## src/hw/fbs_pkg.sv

```systemverilog
// Shared constants, types and states of the fieldbus slave I/O block
package fbs_pkg;
  // ==========================================================
  // Timing
  localparam int CLK_MHZ     = 20;
  localparam int SETUP_NS    = 500;
  localparam int STB_NS      = 1000;
  localparam int HALF_BIT_NS = 3000;
  localparam int WDOG_MS     = 327;
  localparam int SETUP_CYC   = (SETUP_NS * CLK_MHZ + 999) / 1000;
  localparam int STB_CYC     = (STB_NS * CLK_MHZ + 999) / 1000;
  localparam int HALF_CYC    = (HALF_BIT_NS * CLK_MHZ) / 1000;
  localparam int WDOG_CYC    = WDOG_MS * CLK_MHZ * 1000;
  localparam int INIT_CYC    = 3;
  // ==========================================================
  // Register map (byte offsets)
  localparam logic [3:0]  OFS_CTRL = 4'h0;
  localparam logic [3:0]  OFS_CODE = 4'h4;
  localparam logic [3:0]  OFS_STAT = 4'h8;
  localparam logic [31:0] CTRL_RST = 32'h0000300F;
  localparam logic [31:0] CODE_RST = 32'h00000000;
  // ==========================================================
  // Port behaviour
  localparam logic [3:0] PAR_BIDIR_CODE = 4'h7;
  localparam logic [3:0] DOUT_RST       = 4'hF;
  localparam logic [1:0] SAME_ADDR_MAX  = 2'h3;
  localparam logic [1:0] LVL_HIGH       = 2'h3;
  localparam logic [3:0] FAULT_WORD     = 4'h0;
  localparam logic [6:0] FRAME_IDLE     = 7'h7F;
  // ==========================================================
  // Types
  typedef struct packed {
    logic [3:0] filt_len;
    logic       rsvd;
    logic       safety;
    logic       wdog_en;
    logic       four_out;
    logic       ext_addr;
    logic       sync_en;
    logic       filt_en;
    logic       invert;
    logic [3:0] io_code;
  } fbs_cfg_s;

  typedef struct packed {
    logic       data_exchange_call;
    logic [4:0] addr;
    logic [4:0] info;
  } fbs_tlg_s;

  typedef enum logic [2:0] {
    ST_IDLE   = 3'b000,
    ST_DRIVE  = 3'b001,
    ST_STROBE = 3'b010,
    ST_SAMPLE = 3'b011,
    ST_SEND   = 3'b100
  } fbs_state_e;
endpackage

```

## src/hw/fbs_slave_io.sv

```systemverilog
// Role selection and slave port processing of the fieldbus interface
`timescale 1ns/10ps
module fbs_slave_io
  import fbs_pkg::*;
#(
  parameter int WDOG_LIMIT = WDOG_CYC
) (
  input  wire logic        MCLK,
  input  wire logic        RSTN,
  input  wire logic        WB_CYC_I,
  input  wire logic        WB_STB_I,
  input  wire logic        WB_WE_I,
  input  wire logic [3:0]  WB_ADR_I,
  input  wire logic [3:0]  WB_SEL_I,
  input  wire logic [31:0] WB_DAT_I,
  output logic      [31:0] WB_DAT_O,
  output logic             WB_ACK_O,
  input  wire logic        NV_MASTER_MODE,
  input  wire logic        RX_STB,
  input  wire logic        RX_OK,
  input  wire logic        RX_MINE,
  input  wire fbs_tlg_s    RX_TLG,
  input  wire logic [3:0]  DATA_PORT_IN,
  output logic      [3:0]  DATA_PORT_OUT,
  output logic      [3:0]  DATA_PORT_OE,
  input  wire logic [3:0]  PARAM_PORT_IN,
  output logic      [3:0]  PARAM_PORT_OUT,
  output logic      [3:0]  PARAM_PORT_OE,
  output logic             DATA_STROBE_N,
  output logic             PARAM_STROBE_N,
  input  wire logic [7:0]  SAFE_LVL_IN,
  input  wire logic        MASTER_TXD,
  input  wire logic        MASTER_RX_PULSE,
  output logic             MASTER_RXD,
  output logic             MASTER_RX_STB,
  output logic             TX_DATA,
  output logic             TX_ACTIVE,
  output logic             ROLE_MASTER
);
  // ==========================================================
  // Helpers
  function automatic logic [3:0] out_update(input logic [3:0] cur,
                                            input logic [4:0] info,
                                            input fbs_cfg_s   c);
    logic [3:0] r;
    r = cur;
    if (!c.ext_addr)
      r = info[3:0];
    else if (!c.four_out)
      r[2:0] = info[2:0];
    else if (info[2])
      r[3:2] = info[1:0];
    else
      r[1:0] = info[1:0];
    return r;
  endfunction

  // ==========================================================
  // Input synchronisers
  logic [3:0] din_m, din_s, pin_m, pin_s;
  logic [7:0] lvl_m, lvl_s;
  logic       nv_m, nv_s, txd_m, txd_s, rxp_m, rxp_s;
  always_ff @(posedge MCLK or negedge RSTN) begin
    if (!RSTN) begin
      {din_m, din_s, pin_m, pin_s} <= 16'h0000;
      {lvl_m, lvl_s} <= 16'h0000;
      {nv_m, nv_s, txd_m, txd_s, rxp_m, rxp_s} <= 6'h00;
    end else begin
      din_m <= DATA_PORT_IN;
      din_s <= din_m;
      pin_m <= PARAM_PORT_IN;
      pin_s <= pin_m;
      lvl_m <= SAFE_LVL_IN;
      lvl_s <= lvl_m;
      nv_m  <= NV_MASTER_MODE;
      nv_s  <= nv_m;
      txd_m <= MASTER_TXD;
      txd_s <= txd_m;
      rxp_m <= MASTER_RX_PULSE;
      rxp_s <= rxp_m;
    end
  end

  // ==========================================================
  // Role capture
  // Waits for the strap to pass the synchroniser before taking it
  logic [1:0] init_cnt;
  logic       init_done, role;
  always_ff @(posedge MCLK or negedge RSTN) begin
    if (!RSTN) begin
      init_cnt  <= 2'h0;
      init_done <= 1'b0;
      role      <= 1'b0;
    end else if (!init_done) begin
      init_cnt <= init_cnt + 2'h1;
      if (init_cnt == 2'(INIT_CYC - 1)) begin
        init_done <= 1'b1;
        role      <= nv_s;
      end
    end
  end
  assign ROLE_MASTER = role;
  wire slave_on = init_done && !role;

  // ==========================================================
  // Register bus
  logic [31:0] ctrl, code;
  fbs_cfg_s    cfg;
  assign cfg = fbs_cfg_s'(ctrl[15:0]);
  wire wb_req = WB_CYC_I && WB_STB_I && !WB_ACK_O;
  logic [31:0] stat;
  always_ff @(posedge MCLK or negedge RSTN) begin
    if (!RSTN) begin
      ctrl     <= CTRL_RST;
      code     <= CODE_RST;
      WB_ACK_O <= 1'b0;
      WB_DAT_O <= 32'h00000000;
    end else begin
      WB_ACK_O <= wb_req;
      if (wb_req && WB_WE_I) begin
        for (int b = 0; b < 4; b++) begin
          if (WB_SEL_I[b] && WB_ADR_I == OFS_CTRL)
            ctrl[b*8 +: 8] <= WB_DAT_I[b*8 +: 8];
          if (WB_SEL_I[b] && WB_ADR_I == OFS_CODE)
            code[b*8 +: 8] <= WB_DAT_I[b*8 +: 8];
        end
      end
      if (wb_req && !WB_WE_I)
        unique case (WB_ADR_I)
          OFS_CTRL: WB_DAT_O <= ctrl;
          OFS_CODE: WB_DAT_O <= code;
          OFS_STAT: WB_DAT_O <= stat;
          default:  WB_DAT_O <= 32'h00000000;
        endcase
    end
  end

  // ==========================================================
  // Input filter
  // One counter for the whole port: a bounce on any pin restarts it
  logic [3:0] flt_last, flt_val, flt_cnt, din_eff;
  logic       flt_on;
  assign flt_on  = (cfg.filt_en || pin_s[2]) && !cfg.safety;
  assign din_eff = (flt_on ? flt_val : din_s)
                   ^ {4{cfg.invert && !cfg.safety}};
  always_ff @(posedge MCLK or negedge RSTN) begin
    if (!RSTN) begin
      flt_last <= 4'h0;
      flt_val  <= 4'h0;
      flt_cnt  <= 4'h0;
    end else if (din_s != flt_last) begin
      flt_last <= din_s;
      flt_cnt  <= 4'h0;
    end else if (flt_cnt < cfg.filt_len) begin
      flt_cnt <= flt_cnt + 4'h1;
    end else begin
      flt_val <= din_s;
    end
  end

  // ==========================================================
  // Call decode
  wire good  = RX_STB && RX_OK && slave_on;
  wire sync_on = cfg.sync_en && !cfg.safety;
  wire my_dx = good && RX_TLG.data_exchange_call && RX_MINE;
  wire my_wp = good && !RX_TLG.data_exchange_call && RX_MINE;

  // ==========================================================
  // Synchronous I/O tracking
  logic [4:0] last_addr;
  logic [1:0] same_cnt;
  logic       sync_started, sync_pt;
  always_comb begin
    sync_pt = 1'b0;
    if (good && RX_TLG.data_exchange_call && sync_on) begin
      if (!sync_started)
        sync_pt = 1'b1;
      else if (RX_TLG.addr < last_addr)
        sync_pt = 1'b1;
      else if (RX_TLG.addr == last_addr && same_cnt == SAME_ADDR_MAX)
        sync_pt = 1'b1;
    end
  end
  always_ff @(posedge MCLK or negedge RSTN) begin
    if (!RSTN) begin
      last_addr    <= 5'h00;
      same_cnt     <= 2'h0;
      sync_started <= 1'b0;
    end else if (!sync_on) begin
      sync_started <= 1'b0;
      same_cnt     <= 2'h0;
    end else if (good && RX_TLG.data_exchange_call) begin
      sync_started <= 1'b1;
      last_addr    <= RX_TLG.addr;
      // Counts telegrams of the current run, the first one included
      if (RX_TLG.addr != last_addr || same_cnt == SAME_ADDR_MAX)
        same_cnt <= 2'h1;
      else
        same_cnt <= same_cnt + 2'h1;
    end
  end

  // ==========================================================
  // Nibble alternation watchdog
  logic [22:0] wd_cnt;
  logic        wd_exp, last_i2;
  wire wd_on = cfg.wdog_en && cfg.ext_addr && cfg.four_out && slave_on;
  always_ff @(posedge MCLK or negedge RSTN) begin
    if (!RSTN) begin
      wd_cnt  <= 23'h000000;
      wd_exp  <= 1'b0;
      last_i2 <= 1'b0;
    end else if (!wd_on) begin
      wd_cnt <= 23'h000000;
      wd_exp <= 1'b0;
    end else if (my_dx && RX_TLG.info[2] != last_i2) begin
      last_i2 <= RX_TLG.info[2];
      wd_cnt  <= 23'h000000;
      wd_exp  <= 1'b0;
    end else if (wd_cnt == 23'(WDOG_LIMIT - 1)) begin
      wd_exp <= 1'b1;
    end else begin
      wd_cnt <= wd_cnt + 23'h000001;
      if (my_dx)
        last_i2 <= RX_TLG.info[2];
    end
  end

  // ==========================================================
  // Port sequencer
  // Outputs settle SETUP_CYC - 2 cycles before the strobe falls; inputs are
  // caught as the strobe rises, so the strobe edge is a safe trigger
  fbs_state_e  st;
  logic        kind_par;
  logic [7:0]  tmr;
  logic [3:0]  dout, dpend, held, pout, resp;
  logic [2:0]  code_idx;
  logic        dstb_n, pstb_n;
  logic [4:0]  info;
  wire par_bidir = cfg.io_code == PAR_BIDIR_CODE;
  wire safe_ok = lvl_s[1:0] == LVL_HIGH && lvl_s[3:2] == LVL_HIGH
              && lvl_s[5:4] == LVL_HIGH && lvl_s[7:6] == LVL_HIGH;
  logic [6:0]  frame;
  logic [2:0]  bit_cnt;
  logic [5:0]  half_cnt;
  logic        half2;
  always_ff @(posedge MCLK or negedge RSTN) begin
    if (!RSTN) begin
      st       <= ST_IDLE;
      kind_par <= 1'b0;
      tmr      <= 8'h00;
      info     <= 5'h00;
      dstb_n   <= 1'b1;
      pstb_n   <= 1'b1;
      resp     <= 4'h0;
      code_idx <= 3'h0;
    end else begin
      unique case (st)
        ST_IDLE: begin
          if (my_dx || my_wp) begin
            kind_par <= my_wp;
            info     <= RX_TLG.info;
            tmr      <= 8'h00;
            st       <= ST_DRIVE;
            if (my_dx && cfg.safety)
              code_idx <= code_idx + 3'h1;
          end
        end
        ST_DRIVE: begin
          tmr <= tmr + 8'h01;
          if (tmr == 8'(SETUP_CYC - 1)) begin
            tmr <= 8'h00;
            st  <= ST_STROBE;
            if (kind_par)
              pstb_n <= 1'b0;
            else
              dstb_n <= 1'b0;
          end
        end
        ST_STROBE: begin
          tmr <= tmr + 8'h01;
          if (tmr == 8'(STB_CYC - 1)) begin
            st     <= ST_SAMPLE;
            dstb_n <= 1'b1;
            pstb_n <= 1'b1;
          end
        end
        ST_SAMPLE: begin
          st <= ST_SEND;
          if (kind_par)
            resp <= par_bidir ? pin_s : pout;
          else if (cfg.safety)
            resp <= safe_ok ? code[{code_idx - 3'h1, 2'b00} +: 4]
                            : FAULT_WORD;
          else if (sync_on)
            resp <= held;
          else
            resp <= din_eff;
        end
        ST_SEND: begin
          // Stay busy until the last half bit, so no call cuts the frame
          if (TX_ACTIVE && half2 && bit_cnt == 3'h1
              && half_cnt == 6'(HALF_CYC - 1))
            st <= ST_IDLE;
        end
        default: st <= ST_IDLE;
      endcase
    end
  end
  assign DATA_STROBE_N  = dstb_n;
  assign PARAM_STROBE_N = pstb_n;

  // ==========================================================
  // Output ports
  always_ff @(posedge MCLK or negedge RSTN) begin
    if (!RSTN) begin
      dout  <= DOUT_RST;
      dpend <= DOUT_RST;
      held  <= 4'h0;
      pout  <= 4'hF;
    end else begin
      if (wd_exp)
        dout <= DOUT_RST;
      else if (sync_pt)
        dout <= dpend;
      else if (st == ST_DRIVE && tmr == 8'h00 && !kind_par && !sync_on)
        dout <= out_update(dout, info, cfg);
      if (sync_pt)
        held <= din_eff;
      if (st == ST_DRIVE && tmr == 8'h00 && !kind_par)
        dpend <= out_update(dpend, info, cfg);
      if (st == ST_DRIVE && tmr == 8'h00 && kind_par)
        pout <= info[3:0];
    end
  end
  always_ff @(posedge MCLK or negedge RSTN) begin
    if (!RSTN) begin
      DATA_PORT_OUT  <= 4'h0;
      DATA_PORT_OE   <= 4'h0;
      PARAM_PORT_OUT <= 4'h0;
      PARAM_PORT_OE  <= 4'h0;
    end else begin
      DATA_PORT_OUT <= 4'h0;
      PARAM_PORT_OUT <= 4'h0;
      // Open drain: a pin is driven only while its level is low
      DATA_PORT_OE <= slave_on ? cfg.io_code & ~dout : 4'h0;
      // Bidirectional pins are released from one cycle after the strobe falls until two cycles after it rises, so the
      // level has passed the synchroniser when it is sampled
      PARAM_PORT_OE <= (slave_on && !(par_bidir
                        && (st == ST_STROBE || st == ST_SAMPLE)))
                       ? ~pout : 4'h0;
    end
  end

  // ==========================================================
  // Transmit path
  // Half-bit pacing; first half carries the inverse of the bit
  always_ff @(posedge MCLK or negedge RSTN) begin
    if (!RSTN) begin
      frame     <= FRAME_IDLE;
      bit_cnt   <= 3'h0;
      half_cnt  <= 6'h00;
      half2     <= 1'b0;
      TX_ACTIVE <= 1'b0;
      TX_DATA   <= 1'b1;
    end else if (role && init_done) begin
      TX_DATA   <= txd_s;
      TX_ACTIVE <= 1'b0;
    end else if (st == ST_SAMPLE) begin
      frame     <= FRAME_IDLE; // loaded next cycle from resp
      TX_ACTIVE <= 1'b0;
    end else if (st == ST_SEND && !TX_ACTIVE && bit_cnt == 3'h0) begin
      frame     <= {1'b0, resp, ^resp, 1'b1};
      bit_cnt   <= 3'h7;
      half_cnt  <= 6'h00;
      half2     <= 1'b0;
      TX_ACTIVE <= 1'b1;
      TX_DATA   <= 1'b1;
    end else if (TX_ACTIVE) begin
      TX_DATA <= half2 ? frame[6] : ~frame[6];
      if (half_cnt == 6'(HALF_CYC - 1)) begin
        half_cnt <= 6'h00;
        half2    <= !half2;
        if (half2) begin
          frame   <= {frame[5:0], 1'b1};
          bit_cnt <= bit_cnt - 3'h1;
          if (bit_cnt == 3'h1) begin
            TX_ACTIVE <= 1'b0;
            bit_cnt   <= 3'h0;
          end
        end
      end else begin
        half_cnt <= half_cnt + 6'h01;
      end
    end else begin
      TX_DATA <= 1'b1;
    end
  end

  // ==========================================================
  // Master role receive side
  always_ff @(posedge MCLK or negedge RSTN) begin
    if (!RSTN) begin
      MASTER_RXD    <= 1'b0;
      MASTER_RX_STB <= 1'b0;
    end else begin
      MASTER_RXD    <= role && init_done && rxp_s;
      MASTER_RX_STB <= role && init_done && RX_STB && RX_OK;
    end
  end

  assign stat = {16'h0000, 1'b0, code_idx, wd_exp, sync_started,
                 role, init_done, dout, din_eff};

  // ==========================================================
  // Checks
  // Strobe width counter, helper for the width check only
  logic [7:0] stb_lo_cnt;
  always_ff @(posedge MCLK or negedge RSTN) begin
    if (!RSTN)
      stb_lo_cnt <= 8'h00;
    else if (!dstb_n)
      stb_lo_cnt <= stb_lo_cnt + 8'h01;
    else
      stb_lo_cnt <= 8'h00;
  end
  role_stable_a: assert property (@(posedge MCLK) disable iff (!RSTN)
    init_done |=> $stable(role) && init_done)
    else $error("role changed while running");
  dstb_order_a: assert property (@(posedge MCLK) disable iff (!RSTN)
    $rose(dstb_n) |=> st == ST_SEND)
    else $error("data inputs not sampled as strobe rose");
  dstb_len_a: assert property (@(posedge MCLK) disable iff (!RSTN)
    $rose(dstb_n) |-> stb_lo_cnt == 8'(STB_CYC))
    else $error("data strobe width wrong");
  pstb_kind_a: assert property (@(posedge MCLK) disable iff (!RSTN)
    !pstb_n |-> kind_par && dstb_n)
    else $error("parameter strobe on a data call");
  resp_plain_a: assert property (@(posedge MCLK) disable iff (!RSTN)
    st == ST_SAMPLE && !kind_par && !cfg.safety && !sync_on
    |=> resp == $past(din_eff))
    else $error("send register does not hold sampled inputs");
  safe_noinv_a: assert property (@(posedge MCLK) disable iff (!RSTN)
    cfg.safety |-> din_eff == din_s)
    else $error("input features active in safety mode");
  master_tx_a: assert property (@(posedge MCLK) disable iff (!RSTN)
    role && init_done |=> TX_DATA == $past(txd_s))
    else $error("transmit pin not forwarded");
  rx_strobe_a: assert property (@(posedge MCLK) disable iff (!RSTN)
    MASTER_RX_STB |-> $past(RX_OK) && $past(RX_STB))
    else $error("receive strobe on a bad telegram");
  code_step_a: assert property (@(posedge MCLK) disable iff (!RSTN)
    st == ST_IDLE && my_dx && cfg.safety
    |=> code_idx == $past(code_idx) + 3'h1)
    else $error("code table did not step");
  wdog_exp_a: assert property (@(posedge MCLK) disable iff (!RSTN)
    wd_on && wd_cnt == 23'(WDOG_LIMIT - 1) && !my_dx |=> wd_exp)
    else $error("watchdog did not expire");
  data_cov_c: cover property (@(posedge MCLK) $rose(dstb_n));
  par_cov_c: cover property (@(posedge MCLK) $rose(pstb_n));
  sync_cov_c: cover property (@(posedge MCLK) sync_pt && sync_started);
  wd_cov_c: cover property (@(posedge MCLK) $rose(wd_exp));
endmodule

```

## config.mk

```make
export PLATFORM = sky130hd
export DESIGN_NAME = fbs_slave_io
export DESIGN_NICKNAME = d
export VERILOG_FILES = /design/src/hw/fbs_pkg.sv /design/src/hw/fbs_slave_io.sv
export SDC_FILE = /design/constraint.sdc
export NUM_CORES = 1
export LEC_CHECK = 0
export BUFFER_PORTS_ARGS = -buffer_cell sky130_fd_sc_hd__buf_2
export CAP_MARGIN = 20
export CORE_MARGIN = 1.5
export CORE_UTILIZATION = 63
export CTS_CLUSTER_DIAMETER = 50
export CTS_CLUSTER_SIZE = 28
export DETAILED_ROUTE_END_ITERATION = 7
export PLACE_DENSITY = 0.94
export SYNTH_ARGS = -nofsm -noshare
export SYNTH_HDL_FRONTEND = slang
export SYNTH_SLANG_ARGS = --single-unit
export TNS_END_PERCENT = 20
```

## constraint.sdc

```tcl
create_clock -name MCLK -period 5.05 [get_ports MCLK]
set_input_delay 0.505 -clock MCLK [delete_from_list [all_inputs] [get_ports MCLK]]
set_output_delay 0.505 -clock MCLK [all_outputs]
set_load 0.1 [all_outputs]
```

# Word level (Yosys, flattened, before mapping)
# Index checks and enable logic that the tools add are counted.
dict set report classes {
  n_reduce_logical 105
  n_bitwise 10
  multipliers 0
  order_cmp 2
  add_sub_neg 9
  n_shift 1
  mux 82
  div_mod_pow 0
  n_eq_ne 41
}
# operator count
set op_table {}
lappend op_table {{case mux 32 bit (3 select lines)} 1}
lappend op_table {{two-way mux 23 bit} 3}
lappend op_table {{two-way mux 4 bit} 14}
lappend op_table {{logical AND 1 bit} 47}
lappend op_table {{two-way mux 1 bit} 35}
lappend op_table {{two-way mux 7 bit} 5}
lappend op_table {{AND reduction 2 bit} 17}
lappend op_table {{variable part select 32 x 6 -> 4 bit} 1}
lappend op_table {{two-way mux 3 bit} 10}
lappend op_table {{case mux 8 bit (3 select lines)} 1}
lappend op_table {{adder 23 x 1 -> 23 bit, second input constant} 1}
lappend op_table {{== test 23 bit, second input constant} 1}
lappend op_table {{AND reduction 4 bit} 5}
lappend op_table {{two-way mux 6 bit} 3}
lappend op_table {{two-way mux 8 bit} 2}
lappend op_table {{case mux 3 bit (5 select lines)} 1}
lappend op_table {{AND reduction 3 bit} 5}
lappend op_table {{nonzero test 3 bit} 5}
lappend op_table {{inequality test 2 bit, second input constant} 7}
lappend op_table {{== test 2 bit, second input constant} 6}
lappend op_table {{nonzero test 2 bit} 6}
lappend op_table {{zero test 1 bit} 10}
lappend op_table {{two-way mux 2 bit} 5}
lappend op_table {{adder 8 x 1 -> 8 bit, second input constant} 1}
lappend op_table {{37 further kinds} 58}
dict set report totals {
  rom_bits 0
  mem_bits_rw 0
  reg_bits 254
  mem_count 0
  latch_bits 0
}

# Logic depth before layout (Yosys ltp)
dict set report logic_depth {
  word_depth 8
  ltp_mapped 9
  ltp_nobuf 7
}

# Worst setup path after synthesis
# No wires, ideal clock.
dict set report synth_timing {
  path_type {reg-to-reg}
  start {register code_idx[0]}
  end {register resp[0]}
  t_arrival_ps 2602
  slack_ps 2315
  period_less_slack_ps 2735
  setup_time_ps 132
  required_time_ps 4918
  path_stages_with_launch 10
  cell_sequence {dfrtp_1 buf_1 inv_1 ha_1 clkbuf_1 mux4_2 mux2i_1 nor2_1 a2111oi_0 nor2_1}
}
dict set report synth_between {
  elab_chain_cells 5
}
# item line
set synth_rtl {}
lappend synth_rtl {{start: declaration} fbs_slave_io.sv:237} ;# logic [2:0] code_idx;
lappend synth_rtl {{start signal: assignment} fbs_slave_io.sv:266} ;# code_idx <= code_idx + 3'h1;
lappend synth_rtl {{subtractor 3 x 1 -> 3 bit} fbs_slave_io.sv:293} ;# resp <= safe_ok ? code[{code_idx - 3'h1, 2'b00} +: 4]
lappend synth_rtl {{variable part select 32 x 6 -> 4 bit} fbs_slave_io.sv:293}
lappend synth_rtl {{two-way mux 4 bit} fbs_slave_io.sv:293}
lappend synth_rtl {{two-way mux 4 bit} fbs_slave_io.sv:292} ;# else if (cfg.safety)
lappend synth_rtl {{two-way mux 4 bit} fbs_slave_io.sv:290} ;# if (kind_par)
lappend synth_rtl {{end signal: assignment} fbs_slave_io.sv:291} ;# resp <= par_bidir ? pin_s : pout;
lappend synth_rtl {{end signal: assignment} fbs_slave_io.sv:293}
lappend synth_rtl {{end signal: assignment} fbs_slave_io.sv:296} ;# resp <= held;
lappend synth_rtl {{end: declaration} fbs_slave_io.sv:236} ;# logic [3:0] dout, dpend, held, pout, resp;
# Every way passes these cells.
# A chain may end at the register's enable or synchronous reset.

# Worst setup path in the final report
# Ends and elaborated chain as after synthesis.

==> impl_metrics.toml <==
[timing]
max_slew.worst_pin.slew_ps = 1070
max_slew_margin = 0.285
slew_violations = 0
final_hold_viol_count = 0
rsz0062_at_grt = "no"
skew_ps = 16.3
fmax_ghz = 0.331
finalCritPeriodShare = 0.598
tns_ps = 0
fin_crit_ps = 3020
finalSetupViolCount = 0

[setup_path]
path_max_fanout = 12
cp-start-kind = "register"
crit_type = "reg2reg"
arrival_ps = 3410
end_kind = "register"
required_ps = 5440

[logic_synthesis]
synthTopCellsByArea = "dfrtp_1, mux2_2, dfstp_2, nand2_1, o21ai_0"
synth.avg_cell_area_um2 = 11.7
ys_warn_count = 0
synth_edf_count = 0
ys_ff_latch = 253
synth_top_area_frac = 0.501
synthTopCellsByCount = "dfrtp_1, mux2_2, nand2_1"
synth_most_common_cell = "dfrtp_1"
syn_inst = 965
synth.distinct_cells = 68
seq_area_frac_synth = 0.564
yosysTopAreaCell = "dfrtp_1"
synth_flop_cell = "dfrtp_1"
netlist_area_mm2 = 0.0113
synthArstFlopShare = 1.00

[global_routing]
overflow = 0
grt_pass1_wl_um = 45400
grt_max_degree = 119
grt_pass1_vias = 8648
grt_usage = 0.315
antenna_found_initial = 2

[place]
portBuffers = 124
gp_congestion = 0.902
dp_cells = 1276
dpl_cell_area_mm2 = 0.0121
post-dp-hpwl_um = 18200

[cells_and_area]
nets = 1176
final_cell_count_no_fill = 1322
multi_input_area_mm2 = 0.00465
final_layout_size_suffix_gt1_frac = 0.290
synthToLayoutAreaGrowth_pct = 14.0
seq_area_mm2 = 0.00636
num-fill-cells = 1096
stdcell_area_mm2 = 0.0129

[detailed_routing]
via_per_inst = 6.52
final_antenna_net_count = 0
wl_per_cell_um = 21.8
wirelength_um = 28800
drt-initial-drc-count = 996
remaining_drc_errors = 0
drtPass1Iterations = 6
vias = 8613

[power_and_ir_drop]
vdd_drop_max_v = 0.000336
p_leak_nw = 5.90
powerDensity_mw_per_mm2 = 372
power_mw = 4.78

[floorplanning]
io_pins = 134
dieHeight_um = 137
die_area_mm2 = 0.0187
die_w_um = 137
coreArea_mm2 = 0.0174
rows = 48
initial_utilization = 0.647

[clocking]
htreeDepth = 1
clk_latency_ps = 520
postCtsSetupBuffers = 0
path_clk_slew_ps = 80
ctsLongestPathBuffers = 3
clock_sinks = 253
cts-root-buf = "clkbuf_16"
ctsHoldBuffers = 0
cts_tree = "done"
ctsResizeCount = 0
cts-buffers-inserted = 23

[run]
max-cap-violations = 0

[run_status]
status = "finished clean"

[worst_hold_path]
min_path_type = "in2async"
==> kinds of logic after synthesis <==
logic type               Yosys count  share of synthesized area
XOR/XNOR                          44                     0.0342
adder cells (fa/ha/maj)           21                     0.0233
buffers and inverters             75                     0.0280
AND/OR/NAND/NOR                  290                      0.131
AO/OA/AOI/OAI                    165                     0.0968
multiplexers                     116                      0.122
flip-flops                       253                      0.564
other                              1                   0.000333
==> through the flow <==
stage                      util  hold WS (ps)  setup WS, ps
after floorplan               -           209          2320
after global placement    0.693           333          2220
after detailed placement  0.693           335          2160
after CTS                 0.737          62.3          2100
after global routing      0.738          61.4          1810
final                     0.738          62.0          2030
==> placed cells by master, fill, tap and decap left out, types with 23 or more instances in the layout <==
| cell | count |
|---|---|
| dfrtp_1 | 226 |
| buf_2 | 123 |
| nand2_1 | 91 |
| mux2_2 | 91 |
| nor2_1 | 69 |
| o21ai_0 | 66 |
| dfstp_2 | 27 |
| xor2_1 | 27 |
| nand3_1 | 25 |
| clkbuf_16 | 23 |
==> area by class of cell <==
class                           count  area share
Timing Repair Buffer              134      0.0549
Antenna cell                        3    0.000584
Inverter                           21     0.00613
Multi-Input combinational cell    644       0.362
Clock buffer                       25      0.0461
Sequential cell                   253       0.495
Clock inverter                     17      0.0132
Tap cell                          225      0.0219
==> worst max-delay path, cell delays in order (launching register included) <==
cell,delay [ps]
dfrtp_1,730
inv_1,110
ha_1,610
mux4_2,590
mux2i_1,160
nor2_1,80
a2111oi_0,510
nor2_1,90
==> routing by layer <==
layer,wire length (um),GRT usage
met1,10500,0.402
met2,14100,0.513
met3,2850,0.0763
met4,1360,0.145
met5,0,0
==> flip-flops by register name (all words and copies together), names as in the netlist, 5 cells and up <==
| name | cells |
|---|---|
| WB_DAT_O | 32 |
| code | 32 |
| ctrl | 32 |
| wd_cnt | 23 |
| lvl_m | 8 |
| lvl_s | 8 |
| tmr | 8 |
| frame | 6 |
| half_cnt | 6 |
| last_addr | 5 |
==> where the power goes <==
group	leakage, nW	internal (mW)	switching (mW)
combinational	2.30	0.243	0.429
sequential	3.23	2.21	0.145
clock	0.374	0.903	0.853
total	5.90	3.36	1.43
==> final timing paths <==
check	end	slack, ps	cells past startpoint	startpoint
max reg2reg	resp[0]	2030	7	code_idx[0]
max in group asynchronous	WB_DAT_O[8]	3730	2	RSTN
max	resp[0]	2030	7	code_idx[0]
min	bit_cnt[0]	60	1	RSTN
min reg2reg	lvl_s[1]	350	0	lvl_m[1]
min in group MCLK	din_m[0]	80	1	DATA_PORT_IN[0]
No activity file was read; power rests on OpenSTA's default activity.
